--- config.mk ---
export PLATFORM = sky130hd
export DESIGN_NAME = pfc_converter
export DESIGN_NICKNAME = d
export VERILOG_FILES = /design/src/core/pfc_converter.v /design/src/core/pfc_pulse_shaper.v
export VERILOG_INCLUDE_DIRS = /design/src /design/src/inc
export SDC_FILE = /design/constraint.sdc
export NUM_CORES = 2
export LEC_CHECK = 0
export ABC_AREA = 1
export CORE_MARGIN = 2
export CORE_UTILIZATION = 60
export DETAILED_ROUTE_END_ITERATION = 6
export DONT_BUFFER_PORTS = 1
export PLACE_DENSITY_LB_ADDON = 0.1
export SLEW_MARGIN = 20
export SYNTH_ARGS = -nofsm -noshare
export SYNTH_HDL_FRONTEND = slang
export SYNTH_SLANG_ARGS = --single-unit
export TNS_END_PERCENT = 30
--- constraint.sdc ---
create_clock -name clk_in -period 10.4 [get_ports clk_in]
set_input_delay 0.52 -clock clk_in [delete_from_list [all_inputs] [get_ports clk_in]]
set_output_delay 0.52 -clock clk_in [all_outputs]
set_load 0.03 [all_outputs]
--- src/inc/pfc_consts.vh ---
// Constants for the power-to-pulse-frequency converter.
// Assumes a single 100 MHz master clock; every rate below is derived from it.
`ifndef PFC_CONSTS_VH
`define PFC_CONSTS_VH

// ==========================================================================
// Clock and base-rate divider
`define PFC_CLK_HZ 100000000
`define PFC_TICKS_PER_BASE 1024
// Base frequencies in millihertz
`define PFC_FB_224 2240
`define PFC_FB_449 4490
`define PFC_FB_112 1120
`define PFC_FB_509 5090
`define PFC_FB_056 560
`define PFC_DIV(fmhz) (((`PFC_CLK_HZ / `PFC_TICKS_PER_BASE) * 1000) / (fmhz))

// ==========================================================================
// Select codes, ordered scale, rate 1, rate 0
`define PFC_SEL_000 3'h0
`define PFC_SEL_001 3'h1
`define PFC_SEL_010 3'h2
`define PFC_SEL_011 3'h3
`define PFC_SEL_100 3'h4
`define PFC_SEL_101 3'h5
`define PFC_SEL_110 3'h6
`define PFC_SEL_111 3'h7

// ==========================================================================
// Accumulator threshold: ticks_per_base * 2^30 * Vref^2 / (6.313 * 0.25)
`define PFC_ACC_W 48
`define PFC_F_THRESHOLD 48'h03A64CCCCCCC
`define PFC_CAL_R8 8
`define PFC_CAL_R16 16
`define PFC_CAL_R32 32
`define PFC_CAL_R160 160

// ==========================================================================
// Pulse timing
`define PFC_F_WIDTH_MS 120
`define PFC_F_MINPER_MS 550
`define PFC_CAL_WIDTH_MS 90
`define PFC_CAL_MINPER_MS 190
`define PFC_MS_CYC(ms) ((ms) * (`PFC_CLK_HZ / 1000))
`define PFC_LPF_SHIFT 10

`endif

--- src/core/pfc_converter.v ---
// Power-to-pulse-frequency converter: per-phase products, low-pass, sum,
// digital-to-frequency conversion and pulse shaping for low-rate and calibration outputs.
// Assumes sample inputs are synchronous to clk_in and qualified by a strobe.
//
// Functional notes
// - Each phase's voltage and current samples are multiplied, low-pass filtered and summed into active power.
// - The two low-rate outputs give active-high pulses at a rate tracking average power through accumulation.
// - Low-rate frequency is 6.313 times the summed V*I products times the base frequency over Vref squared.
// - The base frequency is picked by scale, rate 1 and rate 0 as 2.24, 4.49, 1.12, 4.49, 5.09, 1.12, 0.56, 0.56 Hz.
// - Each base frequency is a division of the master clock so rates scale with that clock.
// - Full-scale ac inputs give the tabulated low-rate maximum for each select setting.
// - Full-scale ac inputs give exactly half the maximum rate that full-scale dc inputs give.
// - The calibration rate is the low-rate rate times 16, 8, 32, 16, 160, 16, 32 or 16 per setting.
// - The calibration maximum for ac inputs follows from the base rate and its multiplier per setting.
// - The calibration output uses the same power but a much shorter accumulation, so it follows instant power.
// - In delta mode total power is Ia times (Va-Vc) plus Ib times (Vb-Vc).
// - The low-rate outputs alternate with 120 ms pulses, half the period when the period is under 550 ms.
// - The calibration output gives 90 ms pulses, half the period when the period is under 190 ms.
`include "pfc_consts.vh"
`default_nettype none

module pfc_converter #(
  parameter SW = 16,
  parameter LPF_SHIFT = `PFC_LPF_SHIFT,
  parameter F_WIDTH_CYC = `PFC_MS_CYC(`PFC_F_WIDTH_MS),
  parameter F_MINPER_CYC = `PFC_MS_CYC(`PFC_F_MINPER_MS),
  parameter CAL_WIDTH_CYC = `PFC_MS_CYC(`PFC_CAL_WIDTH_MS),
  parameter CAL_MINPER_CYC = `PFC_MS_CYC(`PFC_CAL_MINPER_MS),
  parameter [31:0] DIV_SCALE = 32'h1
) (
  input wire clk_in,
  input wire rst_n_in,
  input wire scale_select_in,
  input wire rate_select_1_in,
  input wire rate_select_0_in,
  input wire delta_mode_in,
  input wire sample_valid_in,
  input wire signed [SW-1:0] volt_a_in,
  input wire signed [SW-1:0] volt_b_in,
  input wire signed [SW-1:0] volt_c_in,
  input wire signed [SW-1:0] curr_a_in,
  input wire signed [SW-1:0] curr_b_in,
  input wire signed [SW-1:0] curr_c_in,
  output wire low_rate_pulse_out_a_out,
  output wire low_rate_pulse_out_b_out,
  output wire calibration_pulse_out_out
);

  localparam PW = 2 * SW + 1;
  localparam AW = `PFC_ACC_W;

  // ========================================================================
  // Setting decode
  function [31:0] base_div;
    input [2:0] sel;
    begin
      case (sel)
        `PFC_SEL_000: base_div = `PFC_DIV(`PFC_FB_224);
        `PFC_SEL_100: base_div = `PFC_DIV(`PFC_FB_449);
        `PFC_SEL_001: base_div = `PFC_DIV(`PFC_FB_112);
        `PFC_SEL_101: base_div = `PFC_DIV(`PFC_FB_449);
        `PFC_SEL_010: base_div = `PFC_DIV(`PFC_FB_509);
        `PFC_SEL_110: base_div = `PFC_DIV(`PFC_FB_112);
        `PFC_SEL_011: base_div = `PFC_DIV(`PFC_FB_056);
        default: base_div = `PFC_DIV(`PFC_FB_056);
      endcase
    end
  endfunction

  function [AW-1:0] cal_threshold;
    input [2:0] sel;
    begin
      case (sel)
        `PFC_SEL_100: cal_threshold = `PFC_F_THRESHOLD / `PFC_CAL_R8;
        `PFC_SEL_001: cal_threshold = `PFC_F_THRESHOLD / `PFC_CAL_R32;
        `PFC_SEL_010: cal_threshold = `PFC_F_THRESHOLD / `PFC_CAL_R160;
        `PFC_SEL_011: cal_threshold = `PFC_F_THRESHOLD / `PFC_CAL_R32;
        default: cal_threshold = `PFC_F_THRESHOLD / `PFC_CAL_R16;
      endcase
    end
  endfunction

  // ========================================================================
  // Select capture, in the first cycle after reset and then only at low-rate accumulation boundaries
  reg [2:0] sel;
  reg sel_loaded;
  reg f_evt;
  always @(posedge clk_in or negedge rst_n_in) begin
    if (!rst_n_in) begin
      sel <= `PFC_SEL_000;
      sel_loaded <= 1'b0;
    end else if (!sel_loaded || f_evt) begin
      sel <= {scale_select_in, rate_select_1_in, rate_select_0_in};
      sel_loaded <= 1'b1;
    end
  end

  // ========================================================================
  // Per-phase products and low-pass filters
  wire signed [SW-1:0] volt [0:2];
  wire signed [SW-1:0] curr [0:2];
  wire signed [PW-1:0] lp_out [0:2];
  assign volt[0] = volt_a_in;
  assign volt[1] = volt_b_in;
  assign volt[2] = volt_c_in;
  assign curr[0] = curr_a_in;
  assign curr[1] = curr_b_in;
  assign curr[2] = curr_c_in;

  genvar p;
  generate
    for (p = 0; p < 3; p = p + 1) begin : g_phase
      wire signed [SW:0] v_ext;
      wire signed [SW:0] v_use;
      wire signed [PW-1:0] prod;
      wire signed [PW:0] diff;
      reg signed [PW-1:0] lp;
      assign v_ext = {volt[p][SW-1], volt[p]};
      // Delta: phase C is the voltage reference and carries no current term
      assign v_use = !delta_mode_in ? v_ext :
                     (p == 2) ? {(SW+1){1'b0}} :
                     v_ext - {volt[2][SW-1], volt[2]};
      assign prod = v_use * curr[p];
      assign diff = {prod[PW-1], prod} - {lp[PW-1], lp};
      always @(posedge clk_in or negedge rst_n_in) begin
        if (!rst_n_in) begin
          lp <= {PW{1'b0}};
        end else if (sample_valid_in) begin
          // Sign-extend the scaled step so falling power pulls the filter down
          lp <= lp + {{(LPF_SHIFT-1){diff[PW]}}, diff[PW:LPF_SHIFT]};
        end
      end
      assign lp_out[p] = lp;
    end
  endgenerate

  // Sum; negative totals add nothing so no pulses are issued
  wire signed [PW+1:0] power_sum;
  wire [AW-1:0] power_pos;
  assign power_sum = {{2{lp_out[0][PW-1]}}, lp_out[0]} + {{2{lp_out[1][PW-1]}}, lp_out[1]} +
                     {{2{lp_out[2][PW-1]}}, lp_out[2]};
  assign power_pos = power_sum[PW+1] ? {AW{1'b0}} : {{(AW-PW-2){1'b0}}, power_sum};

  // ========================================================================
  // Base-rate tick from the master clock
  reg [31:0] div_cnt;
  reg tick;
  wire [31:0] div_load;
  assign div_load = base_div(sel) / DIV_SCALE;
  always @(posedge clk_in or negedge rst_n_in) begin
    if (!rst_n_in) begin
      div_cnt <= 32'h0;
      tick <= 1'b0;
    end else if (!sel_loaded) begin
      // Wait for the setting so the first period already uses it
      div_cnt <= 32'h0;
      tick <= 1'b0;
    end else if (div_cnt == 32'h0) begin
      div_cnt <= div_load - 32'h1;
      tick <= 1'b1;
    end else begin
      div_cnt <= div_cnt - 32'h1;
      tick <= 1'b0;
    end
  end

  // ========================================================================
  // Digital-to-frequency accumulators
  // Full-scale ac averages to half the dc product, so ac max is half dc max
  reg [AW-1:0] f_acc;
  reg [AW-1:0] cal_acc;
  reg cal_evt;
  wire [AW-1:0] f_sum;
  wire [AW-1:0] cal_sum;
  wire [AW-1:0] cal_thr;
  assign f_sum = f_acc + power_pos;
  assign cal_sum = cal_acc + power_pos;
  assign cal_thr = cal_threshold(sel);
  always @(posedge clk_in or negedge rst_n_in) begin
    if (!rst_n_in) begin
      f_acc <= {AW{1'b0}};
      cal_acc <= {AW{1'b0}};
      f_evt <= 1'b0;
      cal_evt <= 1'b0;
    end else begin
      f_evt <= 1'b0;
      cal_evt <= 1'b0;
      if (tick) begin
        // Long accumulation averages out the double-line-frequency ripple
        if (f_sum >= `PFC_F_THRESHOLD) begin
          f_acc <= f_sum - `PFC_F_THRESHOLD;
          f_evt <= 1'b1;
        end else begin
          f_acc <= f_sum;
        end
        // Threshold divided by the multiplier: shorter interval, less averaging
        if (cal_sum >= cal_thr) begin
          cal_acc <= cal_sum - cal_thr;
          cal_evt <= 1'b1;
        end else begin
          cal_acc <= cal_sum;
        end
      end
    end
  end

  // ========================================================================
  // Output pulse shaping
  pfc_pulse_shaper #(
    .CW(32),
    .WIDTH_CYC(F_WIDTH_CYC),
    .MINPER_CYC(F_MINPER_CYC),
    .ALTERNATE(1)
  ) u_low_rate (
    .clk_in(clk_in),
    .rst_n_in(rst_n_in),
    .event_in(f_evt),
    .pulse_a_out(low_rate_pulse_out_a_out),
    .pulse_b_out(low_rate_pulse_out_b_out)
  );

  pfc_pulse_shaper #(
    .CW(32),
    .WIDTH_CYC(CAL_WIDTH_CYC),
    .MINPER_CYC(CAL_MINPER_CYC),
    .ALTERNATE(0)
  ) u_calib (
    .clk_in(clk_in),
    .rst_n_in(rst_n_in),
    .event_in(cal_evt),
    .pulse_a_out(calibration_pulse_out_out),
    .pulse_b_out()
  );

endmodule // pfc_converter

`default_nettype wire

--- src/core/pfc_pulse_shaper.v ---
// Pulse shaper: turns one-cycle events into timed high pulses, optionally alternating.
// Assumes events are at most one per cycle and come from the same clock.
`default_nettype none

module pfc_pulse_shaper #(
  parameter CW = 32,
  parameter WIDTH_CYC = 1000,
  parameter MINPER_CYC = 2000,
  parameter ALTERNATE = 1
) (
  input wire clk_in,
  input wire rst_n_in,
  input wire event_in,
  output reg pulse_a_out,
  output reg pulse_b_out
);

  // ========================================================================
  // Period measurement and width counter
  reg [CW-1:0] per_cnt;
  reg [CW-1:0] hi_cnt;
  reg lane;
  reg [CW-1:0] next_width;

  // Short period sets the width to half the period; never below one cycle
  always @* begin
    if (per_cnt < MINPER_CYC[CW-1:0]) begin
      next_width = per_cnt >> 1;
    end else begin
      next_width = WIDTH_CYC[CW-1:0];
    end
    if (next_width == {CW{1'b0}}) begin
      next_width = {{(CW-1){1'b0}}, 1'b1};
    end
  end

  always @(posedge clk_in or negedge rst_n_in) begin
    if (!rst_n_in) begin
      per_cnt <= {CW{1'b1}};
      hi_cnt <= {CW{1'b0}};
      lane <= 1'b0;
      pulse_a_out <= 1'b0;
      pulse_b_out <= 1'b0;
    end else if (event_in) begin
      per_cnt <= {{(CW-1){1'b0}}, 1'b1};
      hi_cnt <= next_width;
      if (ALTERNATE != 0) begin
        lane <= ~lane;
      end
      pulse_a_out <= ~lane || (ALTERNATE == 0);
      pulse_b_out <= lane && (ALTERNATE != 0);
    end else begin
      if (per_cnt != {CW{1'b1}}) begin
        per_cnt <= per_cnt + {{(CW-1){1'b0}}, 1'b1};
      end
      if (hi_cnt != {CW{1'b0}}) begin
        hi_cnt <= hi_cnt - {{(CW-1){1'b0}}, 1'b1};
      end
      if (hi_cnt <= {{(CW-1){1'b0}}, 1'b1}) begin
        pulse_a_out <= 1'b0;
        pulse_b_out <= 1'b0;
      end
    end
  end

endmodule // pfc_pulse_shaper

`default_nettype wire

# Word-level counts from Yosys, hierarchy flattened
# Cells that the tools add are included.
[totals]
reg_bits = 366
elab_cells = 107
[op_classes]
addsub = 20
multipliers = 3
magnitude_cmp = 6
eq_ne = 8
muxes = 33
n_bitwise = 1
n_reduce_logical = 17
[ops]
columns = ["op", "count"]
rows = [
  ["$mux W32", 12],
  ["$sub A32 B1 Y32 const B", 4],
  ["$pmux W39 S3", 1],
  ["$sub A33 B33 Y34", 3],
  ["$add A33 B33 Y33", 3],
  ["$mul A17 B16 Y33", 3],
  ["$add A48 B34 Y48", 2],
  ["$logic_not A32 Y1", 3],
  ["$mux W48", 2],
  ["$pmux W18 S4", 1],
  ["$add A32 B1 Y32 const B", 2],
  ["$le A32 B1 Y1 const B", 2],
  ["$ne A32 B32 Y1 const B", 2],
  ["$reduce_bool A32 Y1", 2],
  ["$mux W31", 2],
  ["$mux W17", 3],
  ["$ge A48 B42 Y1 const B", 1],
  ["$ge A48 B48 Y1", 1],
  ["$sub A48 B42 Y48 const B", 1],
  ["$sub A48 B48 Y48", 1],
  ["$add A34 B33 Y35", 1],
  ["$add A33 B33 Y34", 1],
  ["$mux W34", 1],
  ["$sub A16 B16 Y17", 2],
  ["other kinds (12)", 32],
]

# Logic depth before layout (Yosys ltp)
[logic_depth]
word_depth = 7
ltp_mapped = 52
depth_no_buf = 52

# Modules after synthesis
# A second synthesis with hierarchy kept.
[hier_totals]
cells_unflattened = 10090
hier_area_um2 = 72316.9
[by_module_without_submodules]
columns = ["module", "instances", "cells_per_inst", "area_per_inst_um2", "seq_area_each_um2"]
rows = [
  ["pfc_converter", 1, 8806, 63233.1, 5855.6],
  ["pfc_pulse_shaper at u_low_rate", 1, 640, 4613.2, 1716.6],
  ["pfc_pulse_shaper at u_calib", 1, 644, 4470.5, 1666.6],
]

# Worst setup path after synthesis
# OpenSTA, ideal clock, no wires.
[synth_timing]
path_type = "input to register"
start = "input port volt_b_in[0]"
end = "register g_phase[1].lp[32]"
setup_ns = 0.117
arrival_ns = 9.555
slack_ns = 0.728
stages = 49
path_buffers = 1
cell_sequence = "inv_1 -> ha_1 -> fa_1 -> inv_1 -> nand3_1 -> nand2_1 -> nand2_1 -> nand2_1 -> a21oi_1 -> o21ai_0 -> a21boi_0 -> o21ai_0 -> nand2_1 -> nand2_1 -> a21oi_1 -> or2_2 -> nand2_1 -> nand2_1 -> [... 13 more ...] -> inv_1 -> nand2_1 -> nor2_1 -> nand3_1 -> o21ai_0 -> nand2_1 -> nand3_1 -> xor2_1 -> ha_1 -> inv_1 -> o21ai_0 -> a221oi_1 -> inv_1 -> a311oi_1 -> nand2_1 -> or2_2 -> nand4_1 -> nand2_1"
[synth_via]
elab_chain_len = 5
[synth_rtl]
columns = ["item", "line_no", "text"]
rows = [
  ["start: declaration", "pfc_converter.v:39", "input wire signed [SW-1:0] volt_b_in,"],
  ["$sub A16 B16 Y17", "pfc_converter.v:122", "v_ext - {volt[2][SW-1], volt[2]};"],
  ["$mux W17 (*)", "pfc_converter.v:120", "assign v_use = !delta_mode_in ? v_ext :"],
  ["$mul A17 B16 Y33 (*)", "pfc_converter.v:123", "assign prod = v_use * curr[p];"],
  ["$sub A33 B33 Y34 (*)", "pfc_converter.v:124", "assign diff = {prod[PW-1], prod} - {lp[PW-1], lp};"],
  ["$add A33 B33 Y33 (*)", "pfc_converter.v:130", "lp <= lp + {{(LPF_SHIFT-1){diff[PW]}}, diff[PW:LPF_SHIFT]};"],
  ["end signal: assignment", "pfc_converter.v:127", "lp <= {PW{1'b0}};"],
  ["end signal: assignment", "pfc_converter.v:130", ""],
  ["end: declaration", "pfc_converter.v:117", "reg signed [PW-1:0] lp;"],
]
# Mark *: on every way between the ends. The rest lies on a longest branch, timed or not.
# A chain may end at the register's enable or synchronous reset.

# Worst setup path after layout
[layout_timing]
start = "input port volt_c_in[2]"
end = "register g_phase[0].lp[31]"
[layout_via]
elab_chain_len = 5
[layout_rtl]
columns = ["item", "line_no", "text"]
rows = [
  ["start: declaration", "pfc_converter.v:40", "input wire signed [SW-1:0] volt_c_in,"],
  ["$sub A16 B16 Y17", "pfc_converter.v:122", ""],
  ["$mux W17", "pfc_converter.v:120", ""],
  ["$mul A17 B16 Y33", "pfc_converter.v:123", ""],
  ["$sub A33 B33 Y34", "pfc_converter.v:124", ""],
  ["$add A33 B33 Y33", "pfc_converter.v:130", ""],
  ["end signal: assignment", "pfc_converter.v:127", ""],
  ["end signal: assignment", "pfc_converter.v:130", ""],
  ["end: declaration", "pfc_converter.v:117", ""],
]
# Every way passes these cells.

==> results.py <==
metrics = {
    "run_status": {
        "outcome": "complete, no violations",
    },
    "die": {
        "initial_core_util_pct": 60.4,
        "coreArea_um2": 118000,
        "dieHeight_um": 348,
        "io_pins": 106,
        "row_count": 126,
        "die-area_um2": 121000,
        "dieWidth_um": 348,
    },
    "synthesis": {
        "ys_async_sr_fraction_pct": 100,
        "ys_types": 67,
        "synth_top_area_share_pct": 27.2,
        "synth_ff_type": "dfrtp_1",
        "synth_cells": 9882,
        "synth_area_um2": 71100,
        "yosysWarnings": 0,
        "synth_edf_count": 0,
        "ys_ff_latch": 366,
        "seq_area_frac_synth_pct": 13.0,
        "yosysTopAreaCell": "fa_1",
        "syn_area_per_cell_um2": 7.19,
        "ys_top_cells_by_area": "fa_1 (27%), nand2_1 (12%), dfrtp_1 (11%)",
        "synth_nets": 11500,
    },
    "clocking": {
        "htreeDepth": 2,
        "clk_pin_slew_worst_paths_ns": 0.06,
        "cts_setup_buffers": 0,
        "cts_tree": "yes",
        "root_buffer": "clkbuf_16",
        "cts_max_path_buffers": 3,
        "cts_num_sinks": 366,
        "clkLatencyLatePin_ns": 0.62,
        "numCtsBuffers": 46,
    },
    "layout": {
        "area_delta_synth_final_pct": 5.76,
        "nNetsFinal": 11500,
        "most-common-layout-cells": "nand2_1 (2259), inv_1 (1931), nor2_1 (1108), fa_1 (966), ha_1 (541)",
        "final_common_cell": "nand2_1",
        "fin_util_pct": 63.8,
        "drive_above_1_share_pct": 4.21,
        "fin_area_um2": 75200,
    },
    "worst_setup_path": {
        "slowest_delay_ns": 0.62,
        "crit_slowest_cell": "o21ai_1",
        "ff2ff_path_depth": 42,
        "crit_arrival_ns": 10.28,
        "r2r-start": "g_phase[1].lp[3]$_DFFE_PN0P_",
        "rr_endpoint": "cal_evt$_DFF_PN0_",
        "path_max_fanout": 8,
        "start_kind": "input pin",
        "cp.required_ns": 10.91,
        "critPathKind": "in -> reg",
        "rrSetupSlack_ns": 1.16,
        "endpoint_kind": "flip-flop",
    },
    "hold_path": {
        "min_delay_worst_endpoint": "g_phase[1].lp[28]$_DFFE_PN0P_",
        "worstHoldPathCells": 1,
        "min_from": "sample_valid_in",
        "hold_path.class": "in -> reg",
    },
    "route": {
        "dr_total_vias": 65500,
        "drc": 0,
        "ant_nets": 0,
        "viasPerCell": 5.71,
        "routed_wl_mm": 224,
        "dr.first_iter.drc_count": 5630,
        "wl_per_cell_um": 19.5,
        "first_pass_iters": 6,
    },
    "placed_design": {
        "preCtsSetupSlack_ns": -0.161,
        "port_buffers": 0,
        "dpl.hpwl_mm": 190,
        "gp_congestion": 1.01,
        "placedInstanceArea_um2": 73400,
    },
    "run": {
        "drv_cap": 0,
    },
    "timing": {
        "setup_viol": 0,
        "rsz0062_at_grt": "no",
        "slew_violations": 0,
        "relSlewSlack_pct": 21.2,
        "fin_tns_setup_ns": 0,
        "min_period_ns": 9.77,
        "hold_violations": 0,
        "worstMarginPinSlew_ns": 1.17,
        "setup_ws_ns": 0.630,
        "fmax_mhz": 102,
        "fin_crit_sh_pct": 93.9,
        "clock_skew_ns": 0.0209,
    },
    "global_routing": {
        "antenna_found_initial": 1,
        "track_usage_pct": 37.2,
        "grt_use_met2_pct": 61.1,
        "grt_use_met3_pct": 5.34,
        "use_met1_pct": 49.3,
        "grt_max_degree": 367,
        "grt_pass1_vias": 65600,
        "grt_pass1_wl_mm": 356,
        "grt-ovfl-total": 0,
        "gr-max-usage-layer": "met2",
    },
}
[cell families after synthesis]
family          after synthesis  share of synthesized area, %
compound gates             1250                          9.75
xor+xnor                    341                          4.20
fa+ha+maj                  1507                          36.7
buf+inv                    2147                          11.4
flops                       366                          13.0
other cells                   1                       0.00528
simple gates               4270                          24.9
[sequential cells by signal, summed over array words and instances, names as in the netlist]
register and cells:
u_calib.per_cnt 32, tick 1, u_low_rate.pulse_a_out 1, g_phase.lp 99, sel_loaded 1, f_evt 1
cal_evt 1, u_low_rate.hi_cnt 32, u_low_rate.per_cnt 32, u_low_rate.lane 1, div_cnt 32, u_calib.hi_cnt 32
f_acc 48, sel 3, u_low_rate.pulse_b_out 1, u_calib.pulse_a_out 1, cal_acc 48
[metal layers]
metal | vias to the layer above | routed length, um
met3 | 518 | 17100
met5 | - | 13
li1 | 30800 | -
met1 | 31500 | 92700
met2 | 2615 | 103000
met4 | 2 | 11000
[critical path: cells and delay by family]
kind	cells	cell delay [ns]
AO/OA/AOI/OAI	14	3.35
AND/OR/NAND/NOR	10	1.18
buffers and inverters	8	1.03
XOR/XNOR	1	0.17
adder cells (fa/ha/maj)	9	4.02
[synth_stat cells, types with 5 or more instances]
library cell / number
a211oi_1: 11
a21boi_0: 15
a21o_1: 23
a21oi_1: 536
a221oi_1: 12
a31o_2: 5
a31oi_1: 77
and2_1: 9
and3_1: 10
buf_1: 13
buf_2: 8
buf_4: 6
clkbuf_1: 150
clkinv_1: 18
dfrtp_1: 302
dfstp_2: 64
fa_1: 966
ha_1: 541
inv_1: 1932
inv_2: 16
nand2_1: 2259
nand2_2: 27
nand3_1: 440
nand3b_1: 41
nand4_1: 124
nor2_1: 1109
nor2_2: 18
nor3_1: 127
nor4_1: 49
o2111ai_1: 5
o211ai_1: 21
o21a_1: 37
o21ai_0: 402
o21ai_1: 32
o21bai_1: 28
o221ai_1: 6
o22ai_1: 8
o311ai_0: 6
o31ai_1: 10
or2_2: 39
xnor2_1: 141
xor2_1: 200
[area by class of cell]
class | count | area (um^2)
tap | 1536 | 1920
multi-input combinational | 7369 | 53700
antenna | 1 | 2.50
inverter | 1966 | 7380
clock inverter | 21 | 344
fill | 10900 | 42600
clock buffer | 64 | 1320
sequential | 366 | 9240
timing repair buffer | 152 | 1230
[how the worst max path moves through the flow]
stage	startpoint	endpoint	slack, ns	cells after the start
final	volt_c_in[2]	g_phase[0].lp[31]$_DFFE_PN0P_	0.63	42
after global routing	volt_c_in[3]	g_phase[1].lp[32]$_DFFE_PN0P_	0.008	48
after CTS	volt_b_in[0]	g_phase[1].lp[32]$_DFFE_PN0P_	0.50	51
after detailed placement	volt_b_in[0]	g_phase[1].lp[32]$_DFFE_PN0P_	-0.16	51
after global placement	volt_b_in[0]	g_phase[1].lp[32]$_DFFE_PN0P_	0.006	52
after floorplan	volt_b_in[0]	g_phase[1].lp[32]$_DFFE_PN0P_	0.73	49
[stage by stage]
| stage | instances | hold WS [ns] |
|---|---|---|
| after floorplan | 9882 | 0.224 |
| after detailed placement | 11400 | 0.232 |
| after global placement | 11400 | 0.232 |
| after CTS | 11500 | 0.00495 |
| final | 11500 | 0.0281 |
| after global routing | 11500 | 0.0243 |
[timing repair]
| item | in CTS | in global routing |
|---|---|---|
| endpoints found under the setup margin | 0 | 9 |
| hold buffers | 2 | 1 |
| hold endpoints to repair | 371 | 87 |
| gates resized for setup | 0 | 2 |
Power is not shown: default switching activity piles up to over one toggle a cycle in this logic, so the estimate is an artifact.
